File: src/shared/psf_regs.svh
`ifndef PSF_REGS_SVH
`define PSF_REGS_SVH

// ----------------------------------------------------------------
// Rate scaling
// ----------------------------------------------------------------
`define PSF_PCT_NOMINAL 8'd100
`define PSF_PCT_MAX 8'd200
`define PSF_PCT_RST 8'd100
`define PSF_PHASE_ONE 9'd100
`define PSF_PHASE_TWO 9'd200
`define PSF_RAMP_PCT_STEP 17'd100

// ----------------------------------------------------------------
// Timing
// ----------------------------------------------------------------
`define PSF_CLK_PERIOD_NS 32'd10
`define PSF_TICK_PERIOD_US 32'd1000
`define PSF_US_PER_MS 32'd1000

// ----------------------------------------------------------------
// Reset values
// ----------------------------------------------------------------
`define PSF_POS_RST 32'h0000_0000
`define PSF_DWELL_RST 32'h0000_0000

`endif

File: src/shared/psf_pkg.sv
`default_nettype none

package psf_pkg;

  // ----------------------------------------------------------------
  // Types
  // ----------------------------------------------------------------
  typedef logic signed [31:0] psf_pos_t;

  typedef enum logic [2:0] {
    psf_st_moving = 3'b001,
    psf_st_dwell = 3'b010,
    psf_st_inpos = 3'b100
  } psf_state_t;

  typedef enum logic [1:0] {
    psf_idx_incr = 2'h0,
    psf_idx_abs = 2'h1,
    psf_idx_plus = 2'h2,
    psf_idx_minus = 2'h3
  } psf_idx_t;

endpackage

`default_nettype wire

File: src/shared/psf_rate_if.sv
`default_nettype none

interface psf_rate_if;
  logic [7:0] target_pct;
  logic [15:0] ramp_ms;
  logic tick;
  logic [7:0] cur_pct;
  logic [1:0] steps;

  modport ctrl (output target_pct, output ramp_ms, output tick, input cur_pct, input steps);
  modport scaler (input target_pct, input ramp_ms, input tick, output cur_pct, output steps);
endinterface

`default_nettype wire

File: src/hw/psf_rate_scaler.sv
`include "psf_regs.svh"
`default_nettype none

module psf_rate_scaler
  import psf_pkg::*;
(
  input wire logic mclk_i,
  input wire logic rst_b_i,
  psf_rate_if.scaler rif
);

  typedef struct packed {
    logic [7:0] cur_pct;
    logic [16:0] ramp_acc;
    logic [8:0] phase;
    logic [1:0] steps;
  } psf_scl_t;

  psf_scl_t q;
  psf_scl_t d;
  logic [16:0] acc_n;
  logic [8:0] ph_n;

  // ----------------------------------------------------------------
  // Ramp toward target and fractional time accumulation
  // ----------------------------------------------------------------
  always_comb begin
    d = q;
    d.steps = 2'h0;
    acc_n = 17'h0_0000;
    ph_n = 9'h000;
    if (rif.tick) begin
      // Ramp time is milliseconds per full nominal rate; tick is 1 ms
      if (rif.cur_pct == rif.target_pct) begin
        d.ramp_acc = 17'h0_0000;
      end else if (rif.ramp_ms == 16'h0000) begin
        d.cur_pct = rif.target_pct;
      end else begin
        acc_n = q.ramp_acc + `PSF_RAMP_PCT_STEP; // RQ3
        if (acc_n >= {1'b0, rif.ramp_ms}) begin
          acc_n = acc_n - {1'b0, rif.ramp_ms};
          if (q.cur_pct < rif.target_pct) begin
            d.cur_pct = q.cur_pct + 8'h01;
          end else begin
            d.cur_pct = q.cur_pct - 8'h01;
          end
          // Ramp faster than 1% per tick is limited to 1% per tick
          if (acc_n >= {1'b0, rif.ramp_ms}) begin
            acc_n = 17'h0_0000;
          end
        end
        d.ramp_acc = acc_n;
      end
      // Remainder is kept so no time step is ever lost
      ph_n = q.phase + {1'b0, q.cur_pct}; // RQ18
      if (ph_n >= `PSF_PHASE_TWO) begin
        d.steps = 2'h2;
        d.phase = ph_n - `PSF_PHASE_TWO;
      end else if (ph_n >= `PSF_PHASE_ONE) begin
        d.steps = 2'h1;
        d.phase = ph_n - `PSF_PHASE_ONE;
      end else begin
        d.phase = ph_n;
      end
    end
  end

  always_ff @(posedge mclk_i or negedge rst_b_i) begin
    if (!rst_b_i) begin
      q <= '{cur_pct: `PSF_PCT_RST, ramp_acc: 17'h0_0000, phase: 9'h000, steps: 2'h0};
    end else begin
      q <= d;
    end
  end

  assign rif.cur_pct = q.cur_pct;
  assign rif.steps = q.steps;
endmodule

`default_nettype wire

File: src/hw/psf_top.sv
// Operation
// RQ1: Virtual counts emitted at override-scaled rate
// RQ2: Motion override always active, scales all motion
// RQ3: Override changes ramp at seconds per 100%; the code ramps at milliseconds per 100% (1 ms tick)
// RQ4: In-position needs error within window
// RQ5: In-position after motion done and dwell
// RQ6: Following error is command minus feedback
// RQ7: Error fault only when check enabled
// RQ8: Following error cleared while drive disabled
// RQ9: Travel limits evaluated only when enabled
// RQ10: Plus flag while position at/above limit
// RQ11: Minus flag while position at/below limit
// RQ12: Define home loads command with home value
// RQ13: Positive rollover wraps counter to zero
// RQ14: Negative rollover wraps zero to top
// RQ15: Rollover resolved to distance decimal places
// RQ16: Absolute index takes shortest rotary path
// RQ17: Rotary plus/minus index forces direction
// RQ18: Time base from fractional phase accumulator
`include "psf_regs.svh"
`default_nettype none

module psf_top
  import psf_pkg::*;
(
  input wire logic mclk_i,
  input wire logic rst_b_i,
  input wire logic tick_i,
  input wire logic drive_en_i,
  input wire logic [7:0] motion_rate_pct_i,
  input wire logic [7:0] virtual_count_rate_scale_i,
  input wire logic [15:0] rate_change_ramp_time_i,
  input wire psf_pos_t cmd_delta_i,
  input wire psf_pos_t fb_delta_i,
  input wire logic motion_done_i,
  input wire psf_pos_t inpos_window_i,
  input wire logic [15:0] inpos_time_ms_i,
  input wire logic fe_check_en_i,
  input wire psf_pos_t fe_limit_i,
  input wire logic travel_lim_en_i,
  input wire psf_pos_t travel_lim_plus_i,
  input wire psf_pos_t travel_lim_minus_i,
  input wire logic define_home_i,
  input wire psf_pos_t home_pos_i,
  input wire logic rollover_en_i,
  input wire logic [23:0] rollover_units_i,
  input wire logic [2:0] dist_decimals_i,
  input wire logic idx_req_i,
  input wire psf_idx_t idx_type_i,
  input wire psf_pos_t idx_target_i,
  output psf_pos_t pos_cmd_o,
  output psf_pos_t pos_fb_o,
  output psf_pos_t ferr_o,
  output logic in_position_flag_o,
  output logic fe_fault_o,
  output logic travel_lim_plus_o,
  output logic travel_lim_minus_o,
  output psf_pos_t idx_dist_o,
  output logic idx_valid_o,
  output logic [1:0] motion_time_steps_o,
  output logic [1:0] virtual_count_steps_o,
  output logic [7:0] motion_rate_pct_o,
  output logic [7:0] virtual_rate_pct_o
);

  // ----------------------------------------------------------------
  // Functions
  // ----------------------------------------------------------------
  function automatic psf_pos_t psf_wrap(input psf_pos_t p, input psf_pos_t r, input logic en);
    if (en && r > 0) begin
      if (p >= r) begin
        return p - r;
      end else if (p < 0) begin
        return p + r;
      end
    end
    return p;
  endfunction

  function automatic psf_pos_t psf_abs(input psf_pos_t v);
    return (v < 0) ? -v : v;
  endfunction

  function automatic logic [31:0] psf_pow10(input logic [2:0] dp);
    case (dp)
      3'h0: return 32'h0000_0001;
      3'h1: return 32'h0000_000A;
      3'h2: return 32'h0000_0064;
      3'h3: return 32'h0000_03E8;
      3'h4: return 32'h0000_2710;
      3'h5: return 32'h0001_86A0;
      default: return 32'h000F_4240;
    endcase
  endfunction

  function automatic logic [7:0] psf_clamp_pct(input logic [7:0] p);
    return (p > `PSF_PCT_MAX) ? `PSF_PCT_MAX : p;
  endfunction

  // ----------------------------------------------------------------
  // Time scalers
  // ----------------------------------------------------------------
  psf_rate_if motion_rif ();
  psf_rate_if virt_rif ();

  // Motion scaler has no bypass: always in the time path
  assign motion_rif.target_pct = psf_clamp_pct(motion_rate_pct_i); // RQ2
  assign motion_rif.ramp_ms = rate_change_ramp_time_i;
  assign motion_rif.tick = tick_i;
  assign virt_rif.target_pct = psf_clamp_pct(virtual_count_rate_scale_i); // RQ1
  assign virt_rif.ramp_ms = rate_change_ramp_time_i;
  assign virt_rif.tick = tick_i;

  psf_rate_scaler u_motion_scaler (
    .mclk_i(mclk_i),
    .rst_b_i(rst_b_i),
    .rif(motion_rif)
  );

  psf_rate_scaler u_virt_scaler (
    .mclk_i(mclk_i),
    .rst_b_i(rst_b_i),
    .rif(virt_rif)
  );

  assign motion_time_steps_o = motion_rif.steps;
  assign virtual_count_steps_o = virt_rif.steps;
  assign motion_rate_pct_o = motion_rif.cur_pct;
  assign virtual_rate_pct_o = virt_rif.cur_pct;

  // ----------------------------------------------------------------
  // State
  // ----------------------------------------------------------------
  typedef struct packed {
    psf_pos_t pos_cmd;
    psf_pos_t pos_fb;
    psf_pos_t ferr;
    psf_state_t st;
    logic [31:0] dwell_us;
    logic inpos;
    logic fault;
    logic tl_plus;
    logic tl_minus;
    psf_pos_t idx_dist;
    logic idx_valid;
  } psf_top_st_t;

  psf_top_st_t q;
  psf_top_st_t d;
  psf_pos_t roll_cnt;
  logic [63:0] roll_prod;
  logic in_window;
  logic [31:0] dwell_goal_us;
  psf_pos_t idx_d;
  psf_pos_t half_roll;

  // Rollover point expressed in position resolution units
  assign roll_prod = {40'h0, rollover_units_i} * {32'h0, psf_pow10(dist_decimals_i)}; // RQ15
  assign roll_cnt = psf_pos_t'(roll_prod[31:0]);
  assign half_roll = roll_cnt >>> 1;
  assign in_window = psf_abs(q.ferr) <= inpos_window_i; // RQ4
  assign dwell_goal_us = 32'(inpos_time_ms_i) * `PSF_US_PER_MS;

  // ----------------------------------------------------------------
  // Next state
  // ----------------------------------------------------------------
  always_comb begin
    d = q;
    d.idx_valid = 1'b0;
    idx_d = '0;

    // Position tracking with rotary wrap in both directions
    if (tick_i) begin
      d.pos_fb = psf_wrap(q.pos_fb + fb_delta_i, roll_cnt, rollover_en_i); // RQ13
      d.pos_cmd = psf_wrap(q.pos_cmd + cmd_delta_i, roll_cnt, rollover_en_i); // RQ14
      d.ferr = q.ferr + cmd_delta_i - fb_delta_i; // RQ6
    end

    // Disabled drive: command tracks feedback, no error remains
    if (!drive_en_i) begin
      d.ferr = '0; // RQ8
      d.pos_cmd = d.pos_fb;
    end

    // Define home sets command without motion; error is preserved
    if (define_home_i) begin
      d.pos_cmd = home_pos_i; // RQ12
      d.pos_fb = home_pos_i - d.ferr;
    end

    // In-position sequencing
    case (q.st)
      psf_st_moving: begin
        d.inpos = 1'b0;
        d.dwell_us = `PSF_DWELL_RST;
        if (motion_done_i && in_window) begin
          if (inpos_time_ms_i == 16'h0000) begin
            d.st = psf_st_inpos; // RQ5
            d.inpos = 1'b1;
          end else begin
            d.st = psf_st_dwell;
          end
        end
      end
      psf_st_dwell: begin
        if (!motion_done_i || !in_window) begin
          d.st = psf_st_moving;
        end else if (tick_i) begin
          d.dwell_us = q.dwell_us + `PSF_TICK_PERIOD_US;
          if (d.dwell_us >= dwell_goal_us) begin
            d.st = psf_st_inpos; // RQ5
            d.inpos = 1'b1;
          end
        end
      end
      psf_st_inpos: begin
        if (!motion_done_i || !in_window) begin
          d.st = psf_st_moving;
          d.inpos = 1'b0;
        end
      end
      default: begin
        d.st = psf_st_moving;
        d.inpos = 1'b0;
      end
    endcase

    // Following error fault latches until check or drive is dropped
    if (!fe_check_en_i || !drive_en_i) begin
      d.fault = 1'b0; // RQ7
    end else if (psf_abs(q.ferr) > fe_limit_i) begin
      d.fault = 1'b1; // RQ7
    end

    // Software travel limits follow position level, only while monitored
    d.tl_plus = 1'b0;
    d.tl_minus = 1'b0;
    if (travel_lim_en_i) begin // RQ9
      d.tl_plus = q.pos_fb >= travel_lim_plus_i; // RQ10
      d.tl_minus = q.pos_fb <= travel_lim_minus_i; // RQ11
    end

    // Index distance resolution
    if (idx_req_i) begin
      if (idx_type_i == psf_idx_incr) begin
        idx_d = idx_target_i;
      end else begin
        idx_d = idx_target_i - q.pos_cmd;
        if (rollover_en_i && roll_cnt > 0) begin
          case (idx_type_i)
            psf_idx_abs: begin
              if (idx_d > half_roll) begin
                idx_d = idx_d - roll_cnt; // RQ16
              end else if (idx_d <= -half_roll) begin
                idx_d = idx_d + roll_cnt; // RQ16
              end
            end
            psf_idx_plus: begin
              if (idx_d < 0) begin
                idx_d = idx_d + roll_cnt; // RQ17
              end
            end
            psf_idx_minus: begin
              if (idx_d > 0) begin
                idx_d = idx_d - roll_cnt; // RQ17
              end
            end
            default: begin
              idx_d = idx_d;
            end
          endcase
        end
      end
      d.idx_dist = idx_d;
      d.idx_valid = 1'b1;
    end
  end

  always_ff @(posedge mclk_i or negedge rst_b_i) begin
    if (!rst_b_i) begin
      q <= '{pos_cmd: `PSF_POS_RST, pos_fb: `PSF_POS_RST, ferr: `PSF_POS_RST,
             st: psf_st_moving, dwell_us: `PSF_DWELL_RST, inpos: 1'b0, fault: 1'b0,
             tl_plus: 1'b0, tl_minus: 1'b0, idx_dist: `PSF_POS_RST, idx_valid: 1'b0};
    end else begin
      q <= d;
    end
  end

  // ----------------------------------------------------------------
  // Outputs
  // ----------------------------------------------------------------
  assign pos_cmd_o = q.pos_cmd;
  assign pos_fb_o = q.pos_fb;
  assign ferr_o = q.ferr;
  assign in_position_flag_o = q.inpos;
  assign fe_fault_o = q.fault;
  assign travel_lim_plus_o = q.tl_plus;
  assign travel_lim_minus_o = q.tl_minus;
  assign idx_dist_o = q.idx_dist;
  assign idx_valid_o = q.idx_valid;
endmodule

`default_nettype wire

File: config.mk
export PLATFORM = sky130hd
export DESIGN_NAME = psf_top
export DESIGN_NICKNAME = d
export VERILOG_FILES = /design/src/shared/psf_pkg.sv /design/src/shared/psf_rate_if.sv /design/src/hw/psf_rate_scaler.sv /design/src/hw/psf_top.sv
export VERILOG_INCLUDE_DIRS = /design/src /design/src/shared
export SDC_FILE = /design/constraint.sdc
export NUM_CORES = 2
export LEC_CHECK = 0
export BUFFER_PORTS_ARGS = -buffer_cell sky130_fd_sc_hd__buf_4
export CELL_PAD_IN_SITES_DETAIL_PLACEMENT = 1
export CELL_PAD_IN_SITES_GLOBAL_PLACEMENT = 1
export CORE_ASPECT_RATIO = 0.9
export CORE_MARGIN = 5
export CORE_UTILIZATION = 45
export DETAILED_ROUTE_END_ITERATION = 8
export GPL_TIMING_DRIVEN = 1
export PLACE_DENSITY = 0.79
export SYNTH_ARGS = -nofsm -noshare
export SYNTH_HDL_FRONTEND = slang
export SYNTH_SLANG_ARGS = --single-unit
File: constraint.sdc
create_clock -name mclk_i -period 7.3 [get_ports mclk_i]
set_clock_uncertainty 0.2 [all_clocks]
set_input_delay 1.095 -clock mclk_i [delete_from_list [all_inputs] [get_ports mclk_i]]
set_output_delay 1.095 -clock mclk_i [all_outputs]
set_load 0.03 [all_outputs]
==> flow_summary.yaml <==
floorplanning:
  num_rows: 124
  ioPinCount: 496
  dieArea_um2: 136000
  initial_utilization_pct: 45.4
  die_h_um: 350
  design.core.area_um2: 127000
  die_x_um: 388
critical_path:
  cp_common_cell: "fa_1"
  end_kind: "register"
  r2r-start: "ferr_o[0]"
  r2r-end: "pos_fb_o[29]"
  start_kind: "primary input"
  critPathArrivalTime_ns: 11.27
  slowest_delay_ns: 0.62
  reg2regPathDepth: 32
  worstPathMaxFanout: 6
  crit_required_ns: 7.57
  critPathKind: "primary input to register"
  slowest_stage: "a222oi_1"
  reg2reg_slack_ns: 0.03
sta:
  rsz0062_at_grt: "true"
  tightest_slew_ns: 1.21
  fin_ws_ns: -3.70
  max_freq_ghz: 0.0909
  fin_crit_sh_pct: 151
  finalHoldViolCount: 0
  slew_headroom_pct: 18.9
  setup_viol: 96
  period_needed_ns: 11.00
  slew_violations: 0
  hold_slack_ns: 0.223
yosys:
  ys_top_cells_by_count: "inv_1, ha_1, nand2_1"
  async_reset_ff_share_pct: 100
  ys_seq_elements: 237
  yosysWarnings: 0
  synth_area_leaders: "ha_1, fa_1, dfrtp_1"
  yosysMostFrequentCell: "inv_1"
  synth_ff_type: "dfrtp_1"
  synthCells: 7326
  avgSynthCellArea_um2: 7.90
  yosysTopAreaCell: "ha_1"
  synth_fp_nets: 8911
  synth_edf_count: 0
  syn_area_um2: 57900
  ys_seq_area_share_pct: 10.3
  synth_top_area_share_pct: 18.4
  synth.distinct_cells: 97
final_layout:
  final_nets: 10300
  area_growth_pct: 31.8
  fillers: 15500
  drive_gt1_share_pct: 27.2
  fin_util_pct: 59.9
  register_area_um2: 5940
  multi_input_area_um2: 48900
detailed_routing:
  drtIter0Drc: 4323
  route.met2.wl_mm: 128
  drt-pass1-iter-count: 5
  vias: 63100
  wl_per_cell_um: 25.6
  ant_nets: 0
  met3_length_mm: 16.3
  drt-met1-wl_mm: 105
  drcViolationCount: 0
  top_layer: "met5"
  drt_wl_total_mm: 268
  viasPerCell: 6.02
hold_path:
  worstHoldPathType: "primary input to async pin"
global_routing:
  antenna_found_initial: 26
  grt_max_degree: 137
  grt_usage_pct: 37.0
  grt_pass1_vias: 67600
  grt-ovfl-total: 0
  grt_pass1_wl_mm: 397
cts:
  tritoncts: "yes"
  clk_pin_slew_ns: 0.06
  ctsRootBufferMaster: "clkbuf_16"
  cts_sinks: 237
  postCtsHoldBufs: 0
  htreeDepth: 2
  cts-buffers-inserted: 35
  clockBufferDepth: 3
  worstSkewPairLatency_ns: 0.62
flow_run:
  maxCapViolations: 0
status:
  status: "finished with violations"
  violations: "negative setup slack"
place:
  pre_cts_slack_ns: -4.17
  gp_congestion: 0.974
  io_buffers: 495
  place_hpwl_mm: 216
-- layout make-up --
class                      count  area share, %
sequential                   237           7.78
clock buffer                  42           1.23
clock inverter                17          0.228
multi-input combinational   5721           64.1
timing repair buffer        1800           19.1
tap                         1701           2.79
antenna                       16         0.0525
inverter                     959           4.75
-- layer usage --
layer	vias to the layer above	global-route usage, %
met5	-	0
met4	16	19.9
met3	825	5.32
met2	2318	64.3
met1	31700	44.5
li1	28300	-
-- what timing repair did --
action	CTS	global route
buffers inserted	88	67
pin swaps	188	223
gates cloned	11	3
gates resized for setup	375	304
setup endpoints to repair	99	99
-- how the worst max path moves through the flow --
stage | start | to | slack (ns)
final | dist_decimals_i[2] | idx_dist_o[17] | -3.70
after detailed placement | dist_decimals_i[1] | idx_dist_o[14] | -4.17
after CTS | dist_decimals_i[2] | idx_dist_o[2] | -3.20
after global routing | dist_decimals_i[2] | idx_dist_o[13] | -3.90
after global placement | dist_decimals_i[2] | idx_dist_o[23] | -3.84
after floorplan | dist_decimals_i[1] | idx_dist_o[24] | -3.20
-- registers in the layout (all words and copies together), names as in the netlist, 2 cells and up --
name	count
ferr_o	32
idx_dist_o	32
pos_cmd_o	32
pos_fb_o	32
q	32
u_motion_scaler.q	26
u_virt_scaler.q	26
u_motion_scaler.rif.cur_pct	8
u_virt_scaler.rif.cur_pct	8
u_motion_scaler.rif.steps	2
u_virt_scaler.rif.steps	2
-- metrics by stage --
stage	TNS [ns]	instance area [um2]	std cells
2_1_floorplan	-282.34	58500	7326
3_3_place_gp	-349.75	71100	10300
3_5_place_dp	-374.20	71100	10300
4_1_cts	-279.90	74700	10400
5_1_grt	-344.76	76300	10500
6_report	-318.03	76300	10500
-- worst max-delay path: cells and delay by family --
kind                       cells  cell delay, ns
AOI/OAI and AO/OA             13            3.03
xor gates and xnor gates       1            0.09
adders and majority gates      9            3.55
buffers and inverters         13            1.49
muxes                          1            0.16
and+or+nand+nor               11            1.86
-- placed cells by master (no fill, tap or decap), types with 80 or more instances in the layout --
| cell | count |
|---|---|
| a21o_1 | 198 |
| a21oi_1 | 447 |
| a31oi_1 | 80 |
| and2_1 | 136 |
| and3_1 | 102 |
| buf_4 | 1656 |
| buf_6 | 83 |
| dfrtp_1 | 230 |
| fa_1 | 385 |
| ha_1 | 823 |
| inv_1 | 926 |
| nand2_1 | 502 |
| nand2b_1 | 99 |
| nand3_1 | 145 |
| nand4_1 | 87 |
| nor2_1 | 413 |
| nor2b_1 | 87 |
| nor3_1 | 101 |
| o21a_1 | 84 |
| o21ai_0 | 285 |
| xnor2_1 | 315 |
| xor2_1 | 118 |
-- cells by family (layout without fill, tap and decap cells) --
kind of cell / count (synthesis) / count (layout) / share of synthesized area (%)
AO/OA/AOI/OAI: 1947 / 1947 / 22.3
XOR/XNOR: 456 / 456 / 6.90
adder cells (fa/ha/maj): 1242 / 1242 / 31.9
buffers and inverters: 1369 / 2818 / 9.96
flip-flops: 237 / 237 / 10.3
multiplexers: 97 / 97 / 1.72
other: 0 / 16 / 0
AND/OR/NAND/NOR: 1978 / 1979 / 17.0
Power is left out: the tool's default activity adds up to more than one toggle a clock period on the data nets, which glitch-free logic cannot reach.
